===== config.mk =====
export PLATFORM = sky130hd
export DESIGN_NAME = pnf_host
export DESIGN_NICKNAME = d
export VERILOG_FILES = /design/src/design/pnf_pkg.sv /design/src/design/pnf_sync.sv /design/src/design/pnf_timer.sv /design/src/design/pnf_host.sv
export VERILOG_INCLUDE_DIRS = /design/src /design/src/design
export SDC_FILE = /design/constraint.sdc
export NUM_CORES = 1
export LEC_CHECK = 0
export ABC_CLOCK_PERIOD_IN_PS = 2780
export BUFFER_PORTS_ARGS = -buffer_cell sky130_fd_sc_hd__buf_2
export CAP_MARGIN = 20
export CORE_MARGIN = 8
export CORE_UTILIZATION = 57
export CTS_CLUSTER_DIAMETER = 40
export DETAILED_ROUTE_END_ITERATION = 10
export PLACE_DENSITY = 0.78
export SYNTH_ARGS = -nofsm -noshare
export SYNTH_HDL_FRONTEND = slang
export SYNTH_SLANG_ARGS = --single-unit

===== constraint.sdc =====
create_clock -name clk -period 2.78 [get_ports clk]
set_input_delay 0.139 -clock clk [delete_from_list [all_inputs] [get_ports clk]]
set_output_delay 0.139 -clock clk [all_outputs]
set_load 0.01 [all_outputs]

===== src/design/pnf_consts.svh =====
/*
 * Constants for the parallel flash host controller: register offsets,
 * command encodings, address patterns and timing figures.
 * Assumes a 100 MHz clock; counts are derived from the printed times.
 */
`ifndef PNF_CONSTS_SVH
`define PNF_CONSTS_SVH

`define PNF_CLK_MHZ 100
`define PNF_NS_PER_CYC 10

// Software register offsets
`define PNF_REG_CTRL 4'h0
`define PNF_REG_ADDR 4'h1
`define PNF_REG_WDATA 4'h2
`define PNF_REG_RDATA 4'h3
`define PNF_REG_STAT 4'h4

// Control register command codes (written to CTRL[3:0])
`define PNF_CMD_READ 4'h1
`define PNF_CMD_PROG 4'h2
`define PNF_CMD_RESET 4'h3
`define PNF_CMD_PROT 4'h4
`define PNF_CMD_UNPROT 4'h5
`define PNF_CMD_TEMPUN 4'h6
`define PNF_CMD_WRITE 4'h7
`define PNF_CMD_POLL 4'h8

// Control bits
`define PNF_CTRL_BYTE 4
`define PNF_CTRL_OESTROBE 5

// Program sequence
`define PNF_UNLOCK1_ADDR 20'h00555
`define PNF_UNLOCK1_DATA 16'h00aa
`define PNF_UNLOCK2_ADDR 20'h002aa
`define PNF_UNLOCK2_DATA 16'h0055
`define PNF_PROG_ADDR 20'h00555
`define PNF_PROG_DATA 16'h00a0

// Protect address bits
`define PNF_BIT_A6 6
`define PNF_BIT_A3 3
`define PNF_BIT_A2 2
`define PNF_BIT_A1 1
`define PNF_BIT_A0 0

// Status bit positions in read data
`define PNF_POLL_BIT 7
`define PNF_OPTOG_BIT 6
`define PNF_ERTOG_BIT 2

// Timing in ns, and cycle counts: least times round up
`define PNF_T_PULSE_NS 40
`define PNF_T_READ_NS 80
`define PNF_T_RH_NS 50
`define PNF_T_SRW_NS 20
`define PNF_T_RP_NS 500
`define PNF_T_READY_LONG_NS 35000
`define PNF_T_RSP_NS 4000
`define PNF_T_RRB_NS 4000
`define PNF_T_BUSY_NS 90
`define PNF_SYNC_CYC 2
`define PNF_CYC(ns) (((ns) + `PNF_NS_PER_CYC - 1) / `PNF_NS_PER_CYC)
`define PNF_CNT_W 12

`endif


===== src/design/pnf_pkg.sv =====
/*
 * Types of the parallel flash host controller.
 * Assumes nothing beyond the constants header.
 */
package pnf_pkg;
    typedef enum logic [4:0] {
        PNF_IDLE,
        PNF_RST_LOW,
        PNF_RST_REC,
        PNF_W_SETUP,
        PNF_W_PULSE,
        PNF_W_HOLD,
        PNF_R_PULSE,
        PNF_R_GAP,
        PNF_BUSY_WAIT,
        PNF_TEMP_RISE,
        PNF_TEMP_HOLD,
        PNF_TEMP_OFF
    } pnf_state_t;
endpackage


===== src/design/pnf_sync.sv =====
/*
 * Two flip-flop synchroniser for one level from a pin.
 * Assumes an asynchronous active-low reset; output idles at RST_VAL.
 */
`timescale 1ns/10ps
`default_nettype none
module pnf_sync #(
    parameter logic RST_VAL = 1'b0
) (
    input wire logic clk,
    input wire logic rst_b,
    input wire logic pinIn,
    output logic syncOut
);
    logic stage1_reg;

    always_ff @(posedge clk or negedge rst_b) begin
        if (!rst_b) begin
            stage1_reg <= RST_VAL;
            syncOut <= RST_VAL;
        end else begin
            stage1_reg <= pinIn;
            syncOut <= stage1_reg;
        end
    end
endmodule
`default_nettype wire


===== src/design/pnf_timer.sv =====
/*
 * Down counter used for every bus timing wait except the long reset recovery.
 * Assumes load and count never coincide with a need for the old value.
 */
`timescale 1ns/10ps
`default_nettype none
`include "pnf_consts.svh"
module pnf_timer (
    input wire logic clk,
    input wire logic rst_b,
    input wire logic load,
    input wire logic [`PNF_CNT_W-1:0] loadVal,
    output logic done
);
    logic [`PNF_CNT_W-1:0] count_reg;

    always_ff @(posedge clk or negedge rst_b) begin
        if (!rst_b) begin
            count_reg <= '0;
        end else if (load) begin
            count_reg <= loadVal;
        end else if (count_reg != '0) begin
            count_reg <= count_reg - `PNF_CNT_W'(1);
        end
    end

    assign done = (count_reg == '0) && !load;
endmodule
`default_nettype wire


===== src/design/pnf_host.sv =====
/*
 * Host controller for an asynchronous parallel NOR flash.
 * Software issues commands through a small register port; the controller
 * sequences chip select, output enable, write enable, reset (with an
 * elevated-level request for temporary unprotect) and the data bus.
 * Assumes the flash pins are asynchronous; readyBusyN and the data bus
 * inputs are synchronised before use.
 */
//
// Overview of operation
// RL1: Program ends with A0h written to 555h, then data to target address.
// RL2: Status read at program address until true data returns; device duty.
// RL3: Reset during an algorithm: device ready within 35 us; host waits that.
// RL4: Reset while idle: device ready within 500 ns.
// RL5: After reset released, wait at least 50 ns before any read.
// RL6: Reset held low brings device to standby within 35 us; device duty.
// RL7: Chip select asserted only after reset has gone high.
// RL8: Device drives busy within 90 ns of final write; host waits that long.
// RL9: New cycle may start with no delay once ready is seen.
// RL10: Leave at least 20 ns between read end and write start.
// RL11: Erase toggle bit toggles only inside an erase-suspended sector.
// RL12: Each status read is a toggle event; either strobe may make it.
// RL13: Protect cycle address: bit6=0, bits3,2=0, bit1=1, bit0=0.
// RL14: Unprotect cycle address: bit6=1, bits3,2=0, bit1=1, bit0=0.
// RL15: Hold elevated reset 4 us before the first write of temp unprotect.
// RL16: Keep reset elevated 4 us after ready returns in temp unprotect.
// RL17: In byte mode device floats upper data within 16 ns.
// RL18: Poll bit reads complement of written data bit while programming.
// RL19: Erase preprograms the sector to zero; device duty.
// RL20: Device sleeps when addresses stay stable; device duty.
// RL21: Program and erase durations keep ready/busy busy throughout.
`timescale 1ns/10ps
`default_nettype none
`include "pnf_consts.svh"
module pnf_host #(
    parameter int READY_LONG_CYC = `PNF_CYC(`PNF_T_READY_LONG_NS)
) (
    input wire logic clk,
    input wire logic rst_b,
    input wire logic [3:0] regAddr,
    input wire logic [31:0] regWdata,
    input wire logic regWr,
    input wire logic regRd,
    output logic [31:0] regRdata,
    output logic [19:0] flashAddr,
    output logic [15:0] flashDqOut,
    output logic flashDqOe,
    input wire logic [15:0] flashDqIn,
    output logic flashCeN,
    output logic flashOeN,
    output logic flashWeN,
    output logic flashResetN,
    output logic flashResetHv,
    output logic flashByteN,
    input wire logic ready_busy_n
);
    localparam logic [`PNF_CNT_W-1:0] PULSE_CYC = `PNF_CNT_W'(`PNF_CYC(`PNF_T_PULSE_NS));
    localparam logic [`PNF_CNT_W-1:0] READ_CYC = `PNF_CNT_W'(`PNF_CYC(`PNF_T_READ_NS));
    localparam logic [`PNF_CNT_W-1:0] RH_CYC = `PNF_CNT_W'(`PNF_CYC(`PNF_T_RH_NS));
    localparam logic [`PNF_CNT_W-1:0] SRW_CYC = `PNF_CNT_W'(`PNF_CYC(`PNF_T_SRW_NS));
    localparam logic [`PNF_CNT_W-1:0] RP_CYC = `PNF_CNT_W'(`PNF_CYC(`PNF_T_RP_NS));
    localparam logic [`PNF_CNT_W-1:0] RSP_CYC = `PNF_CNT_W'(`PNF_CYC(`PNF_T_RSP_NS));
    localparam logic [`PNF_CNT_W-1:0] RRB_CYC = `PNF_CNT_W'(`PNF_CYC(`PNF_T_RRB_NS));
    // Covers the busy-assert delay plus synchroniser latency
    localparam logic [`PNF_CNT_W-1:0] BUSY_CYC = `PNF_CNT_W'(`PNF_CYC(`PNF_T_BUSY_NS) + `PNF_SYNC_CYC);
    localparam int LONG_W = $clog2(READY_LONG_CYC + 1) + 1;

    pnf_pkg::pnf_state_t state_reg;
    logic [3:0] cmd_reg;
    logic [1:0] step_reg;
    logic byteMode_reg;
    logic oeStrobe_reg;
    logic [19:0] addr_reg;
    logic [15:0] wdata_reg;
    logic [15:0] rdata_reg;
    logic opDone_reg;
    logic toggled_reg;
    logic [15:0] lastStat_reg;
    logic algoActive_reg;
    logic tempMode_reg;
    logic [LONG_W-1:0] longCnt_reg;
    logic timerLoad;
    logic [`PNF_CNT_W-1:0] timerVal;
    logic timerDone;
    logic readySync;
    logic [15:0] dqSync;
    logic busy;
    logic startCmd;

    pnf_sync #(.RST_VAL(1'b1)) u_rdy_sync (
        .clk(clk),
        .rst_b(rst_b),
        .pinIn(ready_busy_n),
        .syncOut(readySync)
    );

    genvar gi;
    generate
        for (gi = 0; gi < 16; gi++) begin : g_dq_sync
            pnf_sync #(.RST_VAL(1'b0)) u_dq (
                .clk(clk),
                .rst_b(rst_b),
                .pinIn(flashDqIn[gi]),
                .syncOut(dqSync[gi])
            );
        end
    endgenerate

    pnf_timer u_timer (
        .clk(clk),
        .rst_b(rst_b),
        .load(timerLoad),
        .loadVal(timerVal),
        .done(timerDone)
    );

    // Address pattern for a protect or unprotect cycle
    function automatic logic [19:0] prot_addr(input logic [19:0] base, input logic unprot);
        logic [19:0] a;
        a = base;
        a[`PNF_BIT_A6] = unprot;
        a[`PNF_BIT_A3] = 1'b0;
        a[`PNF_BIT_A2] = 1'b0;
        a[`PNF_BIT_A1] = 1'b1;
        a[`PNF_BIT_A0] = 1'b0;
        return a;
    endfunction

    // Address and data driven on each write step of a command
    function automatic logic [35:0] write_step(input logic [3:0] cmd, input logic [1:0] step,
                                               input logic [19:0] a, input logic [15:0] d);
        logic [35:0] r;
        r = {a, d};
        if (cmd == `PNF_CMD_PROG) begin
            unique case (step)
                2'h0: r = {`PNF_UNLOCK1_ADDR, `PNF_UNLOCK1_DATA};
                2'h1: r = {`PNF_UNLOCK2_ADDR, `PNF_UNLOCK2_DATA};
                2'h2: r = {`PNF_PROG_ADDR, `PNF_PROG_DATA}; // RL1
                default: r = {a, d}; // RL1
            endcase
        end else if (cmd == `PNF_CMD_PROT) begin
            r = {prot_addr(a, 1'b0), d}; // RL13
        end else if (cmd == `PNF_CMD_UNPROT) begin
            r = {prot_addr(a, 1'b1), d}; // RL14
        end
        return r;
    endfunction

    function automatic logic [1:0] last_step(input logic [3:0] cmd);
        return (cmd == `PNF_CMD_PROG) ? 2'h3 : 2'h0;
    endfunction

    // Flash reset low counts as busy, so no command can pull chip select low under it
    assign busy = (state_reg != pnf_pkg::PNF_IDLE) || !flashResetN; // RL7
    assign startCmd = regWr && (regAddr == `PNF_REG_CTRL) && !busy;

    always_ff @(posedge clk or negedge rst_b) begin
        if (!rst_b) begin
            byteMode_reg <= 1'b0;
            oeStrobe_reg <= 1'b1;
            addr_reg <= '0;
            wdata_reg <= '0;
        end else if (regWr && !busy) begin
            unique case (regAddr)
                `PNF_REG_CTRL: begin
                    byteMode_reg <= regWdata[`PNF_CTRL_BYTE];
                    oeStrobe_reg <= regWdata[`PNF_CTRL_OESTROBE];
                end
                `PNF_REG_ADDR: addr_reg <= regWdata[19:0];
                `PNF_REG_WDATA: wdata_reg <= regWdata[15:0];
                default: ;
            endcase
        end
    end

    always_ff @(posedge clk or negedge rst_b) begin
        if (!rst_b) begin
            regRdata <= '0;
        end else if (regRd) begin
            unique case (regAddr)
                `PNF_REG_CTRL: regRdata <= {26'h0, oeStrobe_reg, byteMode_reg, cmd_reg};
                `PNF_REG_ADDR: regRdata <= {12'h0, addr_reg};
                `PNF_REG_WDATA: regRdata <= {16'h0, wdata_reg};
                `PNF_REG_RDATA: regRdata <= {16'h0, rdata_reg};
                `PNF_REG_STAT: regRdata <= {27'h0, tempMode_reg, toggled_reg, readySync, opDone_reg, busy};
                default: regRdata <= '0;
            endcase
        end else begin
            regRdata <= '0;
        end
    end

    // Remembers whether the device may be running an embedded algorithm
    always_ff @(posedge clk or negedge rst_b) begin
        if (!rst_b) begin
            algoActive_reg <= 1'b0;
        end else if (state_reg == pnf_pkg::PNF_W_HOLD && step_reg == last_step(cmd_reg)
                     && cmd_reg == `PNF_CMD_PROG) begin
            algoActive_reg <= 1'b1;
        end else if (state_reg == pnf_pkg::PNF_RST_REC || (state_reg == pnf_pkg::PNF_IDLE && readySync)) begin
            algoActive_reg <= 1'b0;
        end
    end

    // Long reset recovery is counted here in its own counter, sized from READY_LONG_CYC
    always_ff @(posedge clk or negedge rst_b) begin
        if (!rst_b) begin
            longCnt_reg <= '0;
        end else if (state_reg == pnf_pkg::PNF_RST_LOW && timerDone) begin
            longCnt_reg <= algoActive_reg ? LONG_W'(READY_LONG_CYC) : '0; // RL3
        end else if (longCnt_reg != '0) begin
            longCnt_reg <= longCnt_reg - LONG_W'(1);
        end
    end

    always_ff @(posedge clk or negedge rst_b) begin
        if (!rst_b) begin
            state_reg <= pnf_pkg::PNF_IDLE;
            cmd_reg <= '0;
            step_reg <= '0;
            timerLoad <= 1'b0;
            timerVal <= '0;
            flashAddr <= '0;
            flashDqOut <= '0;
            flashDqOe <= 1'b0;
            flashCeN <= 1'b1;
            flashOeN <= 1'b1;
            flashWeN <= 1'b1;
            flashResetN <= 1'b0;
            flashResetHv <= 1'b0;
            flashByteN <= 1'b1;
            rdata_reg <= '0;
            opDone_reg <= 1'b0;
            toggled_reg <= 1'b0;
            lastStat_reg <= '0;
            tempMode_reg <= 1'b0;
        end else begin
            timerLoad <= 1'b0;
            flashByteN <= !byteMode_reg;
            unique case (state_reg)
                pnf_pkg::PNF_IDLE: begin
                    if (startCmd) begin
                        cmd_reg <= regWdata[3:0];
                        step_reg <= '0;
                        opDone_reg <= 1'b0;
                        unique case (regWdata[3:0])
                            `PNF_CMD_RESET: begin
                                flashResetN <= 1'b0;
                                flashCeN <= 1'b1; // RL7
                                timerLoad <= 1'b1;
                                timerVal <= RP_CYC;
                                state_reg <= pnf_pkg::PNF_RST_LOW;
                            end
                            `PNF_CMD_READ, `PNF_CMD_POLL: begin
                                flashAddr <= addr_reg;
                                flashCeN <= 1'b0;
                                flashOeN <= 1'b0; // RL9
                                timerLoad <= 1'b1;
                                timerVal <= READ_CYC;
                                state_reg <= pnf_pkg::PNF_R_PULSE;
                            end
                            `PNF_CMD_TEMPUN: begin
                                flashResetHv <= 1'b1;
                                tempMode_reg <= 1'b1;
                                timerLoad <= 1'b1;
                                timerVal <= RSP_CYC;
                                state_reg <= pnf_pkg::PNF_TEMP_RISE;
                            end
                            `PNF_CMD_PROG, `PNF_CMD_PROT, `PNF_CMD_UNPROT, `PNF_CMD_WRITE: begin
                                timerLoad <= 1'b1;
                                timerVal <= SRW_CYC; // RL10
                                state_reg <= pnf_pkg::PNF_W_SETUP;
                            end
                            default: opDone_reg <= 1'b1;
                        endcase
                    end else if (!flashResetN) begin
                        // Leave the power-up reset low for a full pulse width
                        timerLoad <= 1'b1;
                        timerVal <= RP_CYC;
                        state_reg <= pnf_pkg::PNF_RST_LOW;
                    end
                end
                pnf_pkg::PNF_RST_LOW: begin
                    if (timerDone) begin
                        flashResetN <= 1'b1;
                        timerLoad <= 1'b1;
                        timerVal <= RH_CYC; // RL4 RL5
                        state_reg <= pnf_pkg::PNF_RST_REC;
                    end
                end
                pnf_pkg::PNF_RST_REC: begin
                    if (timerDone && longCnt_reg == '0) begin // RL3 RL5
                        opDone_reg <= 1'b1;
                        state_reg <= pnf_pkg::PNF_IDLE;
                    end
                end
                pnf_pkg::PNF_W_SETUP: begin
                    if (timerDone) begin
                        {flashAddr, flashDqOut} <= write_step(cmd_reg, step_reg, addr_reg, wdata_reg);
                        flashDqOe <= 1'b1;
                        flashCeN <= 1'b0;
                        flashWeN <= 1'b0;
                        timerLoad <= 1'b1;
                        timerVal <= PULSE_CYC;
                        state_reg <= pnf_pkg::PNF_W_PULSE;
                    end
                end
                pnf_pkg::PNF_W_PULSE: begin
                    if (timerDone) begin
                        flashWeN <= 1'b1;
                        flashCeN <= 1'b1;
                        timerLoad <= 1'b1;
                        timerVal <= PULSE_CYC;
                        state_reg <= pnf_pkg::PNF_W_HOLD;
                    end
                end
                pnf_pkg::PNF_W_HOLD: begin
                    if (timerDone) begin
                        flashDqOe <= 1'b0;
                        if (step_reg != last_step(cmd_reg)) begin
                            step_reg <= step_reg + 2'h1;
                            state_reg <= pnf_pkg::PNF_W_SETUP;
                        end else if (cmd_reg == `PNF_CMD_PROG) begin
                            timerLoad <= 1'b1;
                            timerVal <= BUSY_CYC; // RL8
                            state_reg <= pnf_pkg::PNF_BUSY_WAIT;
                        end else begin
                            opDone_reg <= 1'b1;
                            state_reg <= pnf_pkg::PNF_IDLE;
                        end
                    end
                end
                pnf_pkg::PNF_BUSY_WAIT: begin
                    if (timerDone && readySync) begin // RL21 RL9
                        flashAddr <= addr_reg;
                        flashCeN <= 1'b0;
                        flashOeN <= 1'b0;
                        timerLoad <= 1'b1;
                        timerVal <= READ_CYC;
                        cmd_reg <= `PNF_CMD_READ;
                        state_reg <= pnf_pkg::PNF_R_PULSE; // RL2
                    end
                end
                pnf_pkg::PNF_R_PULSE: begin
                    if (timerDone) begin
                        rdata_reg <= dqSync;
                        lastStat_reg <= dqSync;
                        // Toggle detect compares two successive status reads
                        toggled_reg <= (dqSync[`PNF_OPTOG_BIT] != lastStat_reg[`PNF_OPTOG_BIT])
                                       || (dqSync[`PNF_ERTOG_BIT] != lastStat_reg[`PNF_ERTOG_BIT]); // RL11 RL12
                        flashOeN <= 1'b1;
                        flashCeN <= oeStrobe_reg ? 1'b0 : 1'b1; // RL12
                        timerLoad <= 1'b1;
                        timerVal <= SRW_CYC; // RL10
                        state_reg <= pnf_pkg::PNF_R_GAP;
                    end
                end
                pnf_pkg::PNF_R_GAP: begin
                    if (timerDone) begin
                        flashCeN <= 1'b1;
                        opDone_reg <= 1'b1;
                        state_reg <= pnf_pkg::PNF_IDLE;
                    end
                end
                pnf_pkg::PNF_TEMP_RISE: begin
                    if (timerDone) begin // RL15
                        cmd_reg <= `PNF_CMD_WRITE;
                        state_reg <= pnf_pkg::PNF_TEMP_HOLD;
                        opDone_reg <= 1'b1;
                    end
                end
                pnf_pkg::PNF_TEMP_HOLD: begin
                    // No write cycle is issued here; reset stays elevated through the exit command and until PNF_TEMP_OFF ends
                    // Busy is high here, so the exit command is decoded without startCmd
                    if (regWr && regAddr == `PNF_REG_CTRL && regWdata[3:0] == `PNF_CMD_TEMPUN && readySync) begin
                        timerLoad <= 1'b1;
                        timerVal <= RRB_CYC;
                        state_reg <= pnf_pkg::PNF_TEMP_OFF;
                    end
                end
                pnf_pkg::PNF_TEMP_OFF: begin
                    if (!readySync) begin
                        timerLoad <= 1'b1;
                        timerVal <= RRB_CYC; // RL16
                    end else if (timerDone) begin
                        flashResetHv <= 1'b0;
                        tempMode_reg <= 1'b0;
                        opDone_reg <= 1'b1;
                        state_reg <= pnf_pkg::PNF_IDLE;
                    end
                end
                default: state_reg <= pnf_pkg::PNF_IDLE;
            endcase
        end
    end

    a_reset_high_time: assert property (@(posedge clk) disable iff (!rst_b)
        $rose(flashResetN) |-> flashOeN [*5]) // RL5
        else $error("Read started too soon after reset release");

    a_ce_after_reset: assert property (@(posedge clk) disable iff (!rst_b)
        !flashResetN |-> flashCeN) // RL7
        else $error("Chip select low while reset low");

    a_prog_a0_write: assert property (@(posedge clk) disable iff (!rst_b)
        (!flashWeN && cmd_reg == `PNF_CMD_PROG && step_reg == 2'h2) |->
        (flashAddr == `PNF_PROG_ADDR && flashDqOut == `PNF_PROG_DATA)) // RL1
        else $error("Program command write is wrong");

    a_prot_pattern: assert property (@(posedge clk) disable iff (!rst_b)
        (!flashWeN && cmd_reg == `PNF_CMD_PROT) |->
        (flashAddr[`PNF_BIT_A6] == 1'b0 && flashAddr[3:0] == 4'h2)) // RL13
        else $error("Protect address pattern wrong");

    a_unprot_pattern: assert property (@(posedge clk) disable iff (!rst_b)
        (!flashWeN && cmd_reg == `PNF_CMD_UNPROT) |->
        (flashAddr[`PNF_BIT_A6] == 1'b1 && flashAddr[3:0] == 4'h2)) // RL14
        else $error("Unprotect address pattern wrong");

    a_read_write_gap: assert property (@(posedge clk) disable iff (!rst_b)
        $rose(flashOeN) |-> flashWeN [*3]) // RL10
        else $error("Write too close after read");

    a_temp_setup: assert property (@(posedge clk) disable iff (!rst_b)
        $rose(flashResetHv) |-> flashWeN [*8]) // RL15
        else $error("Write during elevated reset setup");

    a_busy_wait: assert property (@(posedge clk) disable iff (!rst_b)
        (state_reg == pnf_pkg::PNF_BUSY_WAIT && !readySync) |=> flashOeN) // RL8
        else $error("Read started while device busy");
endmodule
`default_nettype wire


**After elaboration in Yosys (flattened, before gate mapping)**

Index checks and enable logic that the tools add are counted.

- Flip-flop bits (word level): 215
- Latch bits: 0
- RAM bits: 0
- Memory bits (read-only): 0
- Bits of input ports: 57
- Output and inout port bits: 75
- Word-level logic and storage cells: 281
- Memories kept: 0

- Add/sub/neg operators: 3
- Multiply operators: 0
- Divide/modulo/power cells: 0
- $lt $le $gt $ge: 0
- Eq/ne operators: 57
- Shift operators: 0
- Muxes and demuxes: 97
- Bitwise logic cells: 0
- Reductions and logical operators: 65

Operators by type and width:

| cell | number |
|---|---|
| 2-to-1 mux 12 bit | 14 |
| one-hot mux 36 bit (3 select lines) | 1 |
| one-hot mux 20 bit (5 select lines) | 1 |
| one-hot mux 12 bit (8 select lines) | 1 |
| 2-to-1 mux 20 bit | 4 |
| 2-to-1 mux 5 bit | 13 |
| one-hot mux 20 bit (3 select lines) | 1 |
| one-hot mux 5 bit (12 select lines) | 1 |
| one-hot mux 12 bit (4 select lines) | 1 |
| 2-to-1 mux 23 bit | 2 |
| 2-to-1 mux 36 bit | 1 |
| 2-to-1 mux 1 bit | 33 |
| 2-to-1 mux 32 bit | 1 |
| == test 4 x 3 -> 1 bit (second input constant) | 7 |
| 2-to-1 mux 13 bit | 2 |
| inequality test 2 bit (second input constant) | 13 |
| AND reduction 12 bit | 2 |
| == test 4 x 2 -> 1 bit (second input constant) | 5 |
| == test 5 x 3 -> 1 bit (second input constant) | 4 |
| == test 5 x 4 -> 1 bit (second input constant) | 4 |
| 2-to-1 mux 4 bit | 5 |
| one-hot mux 5 bit (4 select lines) | 1 |
| inequality test 2 x 1 -> 1 bit (second input constant) | 9 |
| nonzero test 2 bit | 8 |
| other kinds (43) | 88 |

**Logic depth before layout (Yosys ltp)**

Gate-level depths: netlist of run 1.

- Word-level depth: 6
- Gate-level depth with buffers: 10
- Depth with buffers taken out: 8

**By module**

From an unflattened synthesis of run 1, not the netlist that was laid out.

- Cell total of the unflattened synthesis: 838
- Area total of the unflattened synthesis: 9153.8 µm²

By module, submodules not included:

| module | instances | cells an instance | area each (µm²) | sequential area each (µm²) |
|---|---|---|---|---|
| pnf_host | 1 | 723 | 7527.2 | 3784.9 |
| pnf_sync at g_dq_sync[0].u_dq ... | 16 | 2 | 50.0 | 50.0 |
| pnf_timer | 1 | 81 | 773.2 | 300.3 |
| pnf_sync at u_rdy_sync | 1 | 2 | 52.6 | 52.6 |

**Worst setup path after synthesis of run 1**

OpenSTA, ideal clock, no wires.

- Path type: reg-to-reg
- Start point: register u_timer.count_reg[0]
- End point: register flashAddr[1]
- Library setup time: 0.124 ns
- Data arrival time: 2.082 ns
- Data required time: 2.656 ns
- Path slack: 0.574 ns
- Cell stages (with the launch flop): 11
- Buffers on the path: 2
- Clock period less this slack: 2.206 ns
- Cell sequence: dfrtp_1 inv_1 ha_1 nor4b_1 and3_1 buf_2 nand2_1 a221o_2 buf_6 nand2_1 o21ai_1

- Longest elaborated chain between the ends: 5
- Elaborated cells between the ends (all ways): 6
- Those cells by class: eq/ne: 2; reduce/logical: 4

RTL lines:

| what | line | source |
|---|---|---|
| from (decl) | pnf_timer.sv:15 | `` logic [`PNF_CNT_W-1:0] count_reg; `` |
| from (signal assigned) | pnf_timer.sv:21 | `count_reg <= loadVal;` |
| from (signal assigned) | pnf_timer.sv:23 | `` count_reg <= count_reg - `PNF_CNT_W'(1); `` |
| logical NOT 12 bit (*) | pnf_timer.sv:27 | `assign done = (count_reg == '0) && !load;` |
| logical AND 1 bit (*) | pnf_timer.sv:27 |  |
| logical AND 1 bit | pnf_host.sv:334 | `if (timerDone && readySync) begin` |
| inequality test 2 bit (no source line) | - |  |
| AND reduction 5 bit (no source line) (*) | - |  |
| to (signal assigned) | pnf_host.sv:255 | `flashAddr <= addr_reg;` |
| to (signal assigned) | pnf_host.sv:299 | `{flashAddr, flashDqOut} <= write_step(cmd_reg, step_reg, addr_reg, wdata_reg);` |
| to (signal assigned) | pnf_host.sv:335 | `flashAddr <= addr_reg;` |
| to (decl) | pnf_host.sv:45 | `output logic [19:0] flashAddr,` |

Every way passes the cells marked *; elsewhere a longest branch is shown, timed or not.
A chain may end at the register's enable or synchronous reset.

**Worst setup path in the final report of run 1**

- Start point: register cmd_reg[3]
- End point: register flashAddr[0]

- Longest elaborated chain between the ends: 6
- Elaborated cells between the ends (all ways): 8
- Those cells by class: eq/ne: 3; mux: 5

RTL lines:

| what | line | source |
|---|---|---|
| from (decl) | pnf_host.sv:69 | `logic [3:0] cmd_reg;` |
| from (signal assigned) | pnf_host.sv:243 | `cmd_reg <= regWdata[3:0];` |
| from (signal assigned) | pnf_host.sv:340 | `` cmd_reg <= `PNF_CMD_READ; `` |
| from (signal assigned) | pnf_host.sv:367 | `` cmd_reg <= `PNF_CMD_WRITE; `` |
| == test 4 x 3 -> 1 bit (no source line) | - |  |
| 2-to-1 mux 23 bit | pnf_host.sv:143 | `` end else if (cmd == `PNF_CMD_UNPROT) begin `` |
| 2-to-1 mux 23 bit | pnf_host.sv:141 | `` end else if (cmd == `PNF_CMD_PROT) begin `` |
| 2-to-1 mux 36 bit (*) | pnf_host.sv:134 | `` if (cmd == `PNF_CMD_PROG) begin `` |
| 2-to-1 mux 20 bit (*) | pnf_host.sv:298 | `if (timerDone) begin` |
| one-hot mux 20 bit (3 select lines) (*) | pnf_host.sv:240 | `unique case (state_reg)` |

Every way passes the cells marked *; elsewhere a longest branch is shown, timed or not. The select of a mux whose other input is x is not followed.

==> results of run 1 <==
cell families after synthesis:
family                     share of synthesized area
AOI/OAI and AO/OA                             0.1431
muxes                                        0.08290
xor gates and xnor gates                     0.02301
buffers and inverters                        0.03859
and+or+nand+nor                               0.1364
DFF                                           0.5642
other                                      0.0004284
adders and majority gates                    0.01144
metrics by stage:
step | total power, mW | setup slack (ns) | util | area [um^2] | cells
floorplan | 5.248 | 0.5743 | - | 8795 | 800
global placement | 5.897 | 0.2797 | 0.6322 | 9539 | 1073
detailed placement | 5.962 | 0.2275 | 0.6322 | 9539 | 1073
CTS | 8.484 | 0.1960 | 0.6953 | 10490 | 1140
global route | 8.937 | 0.04564 | 0.6959 | 10500 | 1141
finish | 8.482 | 0.1439 | 0.6959 | 10500 | 1141
repair_timing:
action | in CTS | in global routing
hold endpoints to repair | 123 | 0
hold buffers | 35 | 0
gates resized for setup | 0 | 1
endpoints found under the setup margin | 0 | 16
routing by layer:
layer  vias up  routed length, um  GRT usage  part of all wire
li1       3100                  -          -                 -
met1      3285               9538     0.3098              0.43
met2       284              10430     0.3610              0.47
met3        42               1824    0.07170             0.082
met4         2                506    0.07829             0.023
met5         -                 10          0           0.00045
critical path, delay by kind of cell, from the launching register on:
kind            cells  cell delay, ns
compound gates      2            0.27
flops               1            0.46
simple gates        4            1.83
cell type report:
| type | count | share of cell area |
|---|---|---|
| inverters | 14 | 0.005004 |
| clock inverters | 14 | 0.01549 |
| flip-flops and latches | 197 | 0.4703 |
| diodes | 1 | 0.0002383 |
| well taps | 188 | 0.02240 |
| repair buffers | 172 | 0.1090 |
| clock buffers | 18 | 0.04182 |
| multi-input cells | 537 | 0.3358 |
worst paths after layout:
check,start,to,slack (ns),cells past startpoint
setup / recovery,cmd_reg[3],flashAddr[0],0.14,6
hold / removal,regWdata[3],cmd_reg[3],0.08,3
setup reg to reg,cmd_reg[3],flashAddr[0],0.14,6
hold reg to reg,g_dq_sync[8].u_dq.stage1_reg,g_dq_sync[8].u_dq.syncOut,0.35,0
max in group asynchronous,rst_b,u_rdy_sync.syncOut,1.59,3
min in group asynchronous,rst_b,longCnt_reg[10],0.28,2
synthesized netlist by cell type, drive strengths merged (4+ instances only):
cell type / n
nor3b: 4
nand2: 93
a211oi: 4
nand2b: 11
mux2: 60
or3: 4
a22oi: 7
nor4: 11
inv: 14
clkbuf: 28
o21ai: 71
nor2b: 11
a222oi: 16
dfstp: 7
and3: 7
nor4b: 4
nand4: 4
mux2i: 5
nor3: 7
dfrtp: 190
buf: 24
xnor2: 11
xor2: 12
nor2: 58
nand3: 10
ha: 8
a21oi: 55
power by group through the flow:
stage / combinational (mW) / clock (mW) / sequential, mW
floorplan: 1.52 / 0 / 3.73
global placement: 2.07 / 0 / 3.83
detailed placement: 2.12 / 0 / 3.84
CTS: 2.19 / 2.49 / 3.81
global route: 2.44 / 2.62 / 3.88
finish: 2.20 / 2.46 / 3.82
==> results.sh, run 1 <==
export IMPL_status="completed"
export IMPL_dp_hpwl_um=15240
export IMPL_synth_flop_cell="dfrtp_1"
export IMPL_hp_class="input pin to flop"
export IMPL_combPwrFrac=0.260
export IMPL_max_freq_mhz=379.3
export IMPL_rsz0062_at_grt="no"
export IMPL_cts_buffer_depth=2
export IMPL_multi_input_area_mm2=0.003526
export IMPL_vias_per_cell=5.883
export IMPL_min_period_ns=2.636
export IMPL_clkPwrFrac=0.290
export IMPL_synth_area_top_cells="dfrtp_1 (54%), mux2_2 (7.7%), nand2_1 (3.9%), a21oi_1 (3.1%), o21ai_0 (2.9%)"
export IMPL_power_density_mw_per_mm2=807.7
export IMPL_grt_overflow_total=0
export IMPL_wirelength_um=22310
export IMPL_ioPinCount=132
export IMPL_ff_latch_area_mm2=0.004938
export IMPL_wire_per_inst_um=19.55
export IMPL_p_sw_frac=0.3401
export IMPL_synth_top_area_frac=0.5432
export IMPL_gp_congestion=0.9174
export IMPL_cp_end_kind="flop"
export IMPL_drtAntennaViolNets=0
export IMPL_setup_tns_final_ns=0
export IMPL_root_buffer="clkbuf_16"
export IMPL_core_mm2=0.01509
export IMPL_syn_avg_cell_area_um2=11.09
export IMPL_post_cts_setup_buffers=0
export IMPL_cp_slowest_cell="or4b_2"
export IMPL_synth_top_cell_by_area="dfrtp_1"
export IMPL_track_usage=0.2340
export IMPL_max_stage_delay_ns=0.81
export IMPL_seq_area_frac_synth=0.5642
export IMPL_finalClockSkew_ns=0.009988
export IMPL_cts_tree="yes"
export IMPL_setup_worst_path_class="flop to flop"
export IMPL_synth_area_mm2=0.008753
export IMPL_synthArstFlopShare=1.000
export IMPL_clk_latency_ns=0.44
export IMPL_via_count=6713
export IMPL_firstDrtPassIters=5
export IMPL_grt_pass1_vias=6699
export IMPL_initial_core_util=0.5801
export IMPL_yosysUniqueCellTypes=71
export IMPL_path_clk_slew_ns=0.07
export IMPL_antenna_found_initial=2
export IMPL_cp_max_fo=17
export IMPL_mostFrequentLayoutCells="dfrtp_1 (190), buf_2 (106), nand2_1 (91), mux2_2 (60), nor2_1 (57)"
export IMPL_worstMarginPinSlew_ns=0.6818
export IMPL_ir_worst_vdd_mv=0.5453
export IMPL_finalNetCount=1004
export IMPL_hold_viol_final=0
export IMPL_drtIter0Drc=683
export IMPL_cts_made_buffers=17
export IMPL_fin_hold_ws_ns=0.08423
export IMPL_die_area_mm2=0.01958
export IMPL_core_rowCount=45
export IMPL_p_sw_mw=2.885
export IMPL_ys_warn_count=0
export IMPL_fin_crit_sh=0.9482
export IMPL_die_w_um=139.9
export IMPL_worstPathArrival_ns=3.00
export IMPL_area_growth_pct=19.97
export IMPL_ys_ff_latch=197
export IMPL_path_cells="or4b_2 > nor2_2 > nand2_2 > nor2_1 > a21oi_1 > o21ai_2"
export IMPL_grt_pass1_wl_um=36040
export IMPL_die_h_um=139.9
export IMPL_synth_edf_count=0
export IMPL_drcViolationCount=0
export IMPL_clock_sinks=197
export IMPL_io_buffers=107
export IMPL_p_leak_nw=5.074
export IMPL_synthCells=789
export IMPL_n_fill_cell=1075
export IMPL_drive_above_1_share=0.2857
export IMPL_p_int_mw=5.597
export IMPL_setup_violations=0
export IMPL_pwr_share_seq=0.450
export IMPL_worstPathRequired_ns=3.14
export IMPL_mostFrequentLayoutCell="dfrtp_1"
export IMPL_worst_setup_path_start_kind="flop"
export IMPL_slew_viol_final=0
export IMPL_slew_headroom=0.5455
export IMPL_maxCapViolCount=0
export IMPL_htreeDepth=4
export IMPL_grt_max_degree=83
Note: power is estimated with default switching activity, not from simulation.
==> run 2, diff against run 1 <==
--- a/config.mk
+++ b/config.mk
@@ -14,6 +14,7 @@
 export CTS_CLUSTER_DIAMETER = 40
 export DETAILED_ROUTE_END_ITERATION = 10
 export PLACE_DENSITY = 0.78
+export RECOVER_POWER = 50
 export SYNTH_ARGS = -nofsm -noshare
 export SYNTH_HDL_FRONTEND = slang
 export SYNTH_SLANG_ARGS = --single-unit
==> run 2 against run 1 <==
Against the previous run:
- the flow now finishes with violations (capacitance limit, slew limit)
- clock skew barely moved
- critical endpoint unchanged
- maximum frequency shrank 0.28%
- sequential share of layout area grew 0.42 points
- die area did not move
- design area fell by 0.89%
- combinational power about the same
- core utilization down 0.62 points
- critical path depth did not move
==> results.sh, run 2 (synthesis results as in run 1) <==
export IMPL_p_leak_nw=4.816
export IMPL_grt_overflow_total=0
export IMPL_area_growth_pct=18.90
export IMPL_hp_class="input pin to flop"
export IMPL_drcViolationCount=0
export IMPL_slew_viol_final=83
export IMPL_cts_made_buffers=17
export IMPL_die_h_um=139.9
export IMPL_cts_tree="yes"
export IMPL_max_freq_mhz=378.3
export IMPL_grt_pass1_vias=6699
export IMPL_worstPathArrival_ns=3.01
export IMPL_finalNetCount=1004
export IMPL_finalClockSkew_ns=0.009730
export IMPL_wire_per_inst_um=19.64
export IMPL_dpl_cell_area_mm2=0.009539
export IMPL_drtIter0Drc=613
export IMPL_cp_max_fo=17
export IMPL_antenna_found_initial=2
export IMPL_grt_pass1_wl_um=36040
export IMPL_cts_buffer_depth=2
export IMPL_htreeDepth=4
export IMPL_gp_congestion=0.9174
export IMPL_post_cts_setup_buffers=0
export IMPL_hp_start="regWdata[3]"
export IMPL_initial_core_util=0.5801
export IMPL_io_buffers=107
export IMPL_clock_sinks=197
export IMPL_via_count=6722
export IMPL_root_buffer="clkbuf_16"
export IMPL_path_cells="or4b_2 > nor2_2 > nand2_2 > nor2_1 > a21oi_1 > o21ai_2"
export IMPL_vias_per_cell=5.891
export IMPL_hold_viol_final=0
export IMPL_whs_path_depth=3
export IMPL_min_period_ns=2.643
export IMPL_power_density_mw_per_mm2=814.0
export IMPL_ioPinCount=132
export IMPL_critPathTopFamily="simple AND/OR/NAND/NOR gates"
export IMPL_clk_latency_ns=0.44
export IMPL_cp_end_kind="flop"
export IMPL_fin_crit_sh=0.9509
export IMPL_ir_worst_vdd_mv=0.5450
export IMPL_wirelength_um=22410
export IMPL_worstMarginPinSlew_ns=2.029
export IMPL_setup_violations=0
export IMPL_failed_checks="capacitance limit, slew limit"
export IMPL_path_clk_slew_ns=0.07
export IMPL_worst_setup_path_start_kind="flop"
export IMPL_postLayoutCellArea_mm2=0.01041
export IMPL_setup_tns_final_ns=0
export IMPL_die_area_mm2=0.01958
export IMPL_dp_cells=1073
export IMPL_firstDrtPassIters=9
export IMPL_grt_max_degree=83
export IMPL_drive_above_1_share=0.2237
export IMPL_ff2ff_setup_slack_ns=0.14
export IMPL_die_w_um=139.9
export IMPL_core_rowCount=45
export IMPL_core_mm2=0.01509
export IMPL_instances_no_fill=1141
export IMPL_path_buf_inv=0
export IMPL_setup_worst_path_class="flop to flop"
export IMPL_rsz0062_at_grt="no"
export IMPL_drtAntennaViolNets=0
export IMPL_status="finished with violations"
export IMPL_r2r_end="flashAddr[0]"
export IMPL_slew_headroom=-0.3524
export IMPL_mostFrequentLayoutCells="dfrtp_1 (190), nand2_1 (91), mux2_2 (60), clkbuf_1 (59), nor2_1 (57)"
export IMPL_max_stage_delay_ns=0.80
export IMPL_track_usage=0.2340
export IMPL_min_to="cmd_reg[3]"
export IMPL_dp_hpwl_um=15240
export IMPL_reg2reg_depth=6
export IMPL_cp_slowest_cell="or4b_2"
export IMPL_r2r_start="cmd_reg[3]"
export IMPL_maxCapViolCount=1
export IMPL_worstPathRequired_ns=3.14
export IMPL_mostFrequentLayoutCell="dfrtp_1"
run 2: cell types whose count changed in the layout (fill, tap and decap cells not counted), sizes merged:
cell / before / now
buf: 136 / 77
clkbuf: 19 / 78
run 2: worst min-delay path: cells and delay by family:
kind | cells | cell delay, ns
AOI/OAI and AO/OA | 1 | 0.07
buffers and inverters | 2 | 0.25
run 2: power breakdown:
group,switching [mW],internal (mW)
Sequential,0.466,3.36
Combinational,1.27,0.912
Clock,1.17,1.30
Total,2.90,5.57
run 2: final cells by class:
cell class,count,area (um^2)
multi-input combinational,537,3526
inverter,14,52.55
fill,1121,4682
timing repair buffer,172,1051
clock inverter,14,162.7
sequential,197,4938
clock buffer,18,439.2
antenna,1,2.502
tap,188,235.2
run 2: timing repair:
item	in CTS	in global routing
hold buffers	35	0
resized for setup	0	1
endpoints found under the setup margin	0	16
hold endpoints to repair	123	0
run 2: worst max path at each step:
stage | start | cells after the start | to
after floorplan | u_timer.count_reg[0] | 10 | flashAddr[1]
after global placement | cmd_reg[3] | 6 | flashAddr[10]
after detailed placement | u_timer.count_reg[0] | 7 | lastStat_reg[11]
after CTS | cmd_reg[3] | 6 | flashAddr[0]
after global routing | u_timer.count_reg[0] | 9 | flashAddr[1]
final | cmd_reg[3] | 6 | flashAddr[0]
run 2: metal layers:
metal / GRT usage / share of wire / vias to the layer above
met3: 0.07170 / 0.080 / 49
met4: 0.07829 / 0.026 / 2
met5: 0 / 0.00045 / -
li1: - / - / 3097
met1: 0.3098 / 0.43 / 3285
met2: 0.3610 / 0.46 / 289
run 2: stage by stage:
step	power (mW)	hold WS, ns	setup slack, ns	utilization
final	8.472	0.07612	0.1366	0.6897
after global routing	8.913	0.07987	0.04564	0.6897
after CTS	8.484	0.06195	0.1960	0.6953
after detailed placement	5.962	0.2174	0.2275	0.6322
after global placement	5.897	0.2003	0.2797	0.6322
after floorplan	5.248	-0.1566	0.5743	-
==> run 3, diff against run 2 <==
--- a/config.mk
+++ b/config.mk
@@ -15,6 +15,8 @@
 export DETAILED_ROUTE_END_ITERATION = 10
 export PLACE_DENSITY = 0.78
 export RECOVER_POWER = 50
+export SETUP_SLACK_MARGIN = 0.2
+export SLEW_MARGIN = 20
 export SYNTH_ARGS = -nofsm -noshare
 export SYNTH_HDL_FRONTEND = slang
 export SYNTH_SLANG_ARGS = --single-unit
==> run 3 against run 2 <==
Against the previous run:
- the run still ends with capacitance limit, slew limit left
- core utilization up 0.066 points
- final cell count did not move
- worst setup slack improved by 0.16 ns
- maximum frequency grew 6.3%
- via count is essentially flat
- non-clock buffer count unchanged
- clock skew barely moved
- combinational power about the same
- power barely moved
- critical endpoint unchanged
==> results.sh, run 3 (synthesis results as in run 1) <==
export IMPL_core_rowCount=45
export IMPL_antenna_found_initial=2
export IMPL_hold_viol_final=0
export IMPL_setup_violations=0
export IMPL_core_mm2=0.01509
export IMPL_mostFrequentLayoutCell="dfrtp_1"
export IMPL_post_cts_setup_buffers=0
export IMPL_min_period_ns=2.488
export IMPL_worst_setup_path_start_kind="flop"
export IMPL_grt_overflow_total=0
export IMPL_initial_core_util=0.5801
export IMPL_path_cells="or4b_2 > nor2_2 > nand2_2 > nor2_2 > a21oi_1 > o21ai_2"
export IMPL_r2r_end="flashAddr[0]"
export IMPL_cpMostUsedCell="nor2_2"
export IMPL_status="finished with violations"
export IMPL_fin_crit_sh=0.8949
export IMPL_io_buffers=107
export IMPL_instances_no_fill=1141
export IMPL_power_density_mw_per_mm2=813.1
export IMPL_htreeDepth=4
export IMPL_die_h_um=139.9
export IMPL_die_w_um=139.9
export IMPL_grt_max_degree=83
export IMPL_worstPathArrival_ns=2.85
export IMPL_rsz0062_at_grt="no"
export IMPL_maxCapViolCount=1
export IMPL_path_clk_slew_ns=0.07
export IMPL_finalClockSkew_ns=0.009951
export IMPL_wirelength_um=22420
export IMPL_ff2ff_setup_slack_ns=0.29
export IMPL_grt_pass1_vias=6699
export IMPL_mostFrequentLayoutCells="dfrtp_1 (189), nand2_1 (91), mux2_2 (60), clkbuf_1 (59), nor2_1 (56)"
export IMPL_wire_per_inst_um=19.65
export IMPL_via_count=6717
export IMPL_track_usage=0.2340
export IMPL_die_area_mm2=0.01958
export IMPL_setup_worst_path_class="flop to flop"
export IMPL_cts_made_buffers=17
export IMPL_cts_tree="yes"
export IMPL_cp_slowest_cell="or4b_2"
export IMPL_cts_buffer_depth=2
export IMPL_finalNetCount=1004
export IMPL_dp_cells=1073
export IMPL_vias_per_cell=5.887
export IMPL_n_fill_cell=1117
export IMPL_clk_latency_ns=0.44
export IMPL_ioPinCount=132
export IMPL_gp_congestion=0.9174
export IMPL_cp_end_kind="flop"
export IMPL_r2r_start="cmd_reg[3]"
export IMPL_worstPathRequired_ns=3.14
export IMPL_min_to="cmd_reg[3]"
export IMPL_root_buffer="clkbuf_16"
export IMPL_clock_sinks=197
export IMPL_cp_max_fo=17
export IMPL_dp_hpwl_um=15240
export IMPL_max_freq_mhz=402.0
export IMPL_failed_checks="capacitance limit, slew limit"
export IMPL_worstMarginPinSlew_ns=2.053
export IMPL_grt_pass1_wl_um=36040
export IMPL_path_buf_inv=0
export IMPL_drcViolationCount=0
export IMPL_slew_headroom=-0.3684
export IMPL_power_total_mw=8.471
export IMPL_critPathTopFamily="simple AND/OR/NAND/NOR gates"
export IMPL_setup_tns_final_ns=0
export IMPL_max_stage_delay_ns=0.80
export IMPL_firstDrtPassIters=6
export IMPL_whs_path_depth=3
export IMPL_area_growth_pct=19.01
export IMPL_drtIter0Drc=680
export IMPL_hp_class="input pin to flop"
export IMPL_slew_viol_final=83
export IMPL_ir_worst_vdd_mv=0.5456
export IMPL_drive_above_1_share=0.2269
export IMPL_drtAntennaViolNets=0
export IMPL_reg2reg_depth=6
export IMPL_p_leak_nw=4.815
export IMPL_hp_start="regWdata[3]"
## run 3: changes by cell type in the layout (fill, tap and decap cells not counted)
cell / previous run / this run
dfrtp_1: 190 / 189
dfrtp_2: 0 / 1
nor2_1: 57 / 56
nor2_2: 1 / 2
nor4b_1: 3 / 2
nor4b_2: 1 / 2
## run 3: area by class of cell
type | instances | area [um^2] | share of cell area
Multi-Input combinational cell | 537 | 3535 | 0.3393
Clock inverter | 14 | 162.7 | 0.01561
Clock buffer | 18 | 439.2 | 0.04216
Antenna cell | 1 | 2.502 | 0.0002402
Sequential cell | 197 | 4940 | 0.4742
Tap cell | 188 | 235.2 | 0.02258
Inverter | 14 | 52.55 | 0.005044
Timing Repair Buffer | 172 | 1051 | 0.1009
## run 3: through the flow
| stage | setup slack [ns] | utilization | hold slack [ns] | cell area, um^2 |
|---|---|---|---|---|
| floorplan | 0.5743 | - | -0.1566 | 8795 |
| global placement | 0.2797 | 0.6322 | 0.2003 | 9539 |
| detailed placement | 0.2275 | 0.6322 | 0.2174 | 9539 |
| CTS | 0.2184 | 0.6954 | 0.06195 | 10490 |
| global route | 0.1449 | 0.6904 | 0.07987 | 10420 |
| finish | 0.2922 | 0.6904 | 0.07689 | 10420 |
## run 3: per-layer routing
layer | wire length [um] | GRT usage | vias up
met5 | 10 | 0 | -
met4 | 531 | 0.07829 | 2
met3 | 1870 | 0.07170 | 43
met2 | 10460 | 0.3610 | 294
met1 | 9548 | 0.3098 | 3278
li1 | - | - | 3100
## run 3: repair_timing
action	in CTS	in global routing
hold buffers	35	0
endpoints found under the hold margin	123	0
setup endpoints to repair	1	48
gates resized for setup	1	3
## run 3: worst max-delay path by stage
stage / slack [ns] / cells after the start / start / end
4_1_cts: 0.22 / 7 / u_timer.count_reg[0] / lastStat_reg[11]
6_report: 0.29 / 6 / cmd_reg[3] / flashAddr[0]
3_5_place_dp: 0.23 / 7 / u_timer.count_reg[0] / lastStat_reg[11]
3_3_place_gp: 0.28 / 6 / cmd_reg[3] / flashAddr[10]
2_1_floorplan: 0.57 / 10 / u_timer.count_reg[0] / flashAddr[1]
5_1_grt: 0.14 / 3 / rst_b / addr_reg[18]
## run 3: worst min-delay path, cell delays in order
cell and delay, ns:
buf_2 0.16, inv_1 0.09, o41ai_1 0.07
## run 3: report_power, final
part	total, mW	internal (mW)	switching, mW
Combinational	2.18	0.915	1.26
Sequential	3.83	3.36	0.470
Clock	2.47	1.30	1.16
Total	8.47	5.57	2.90
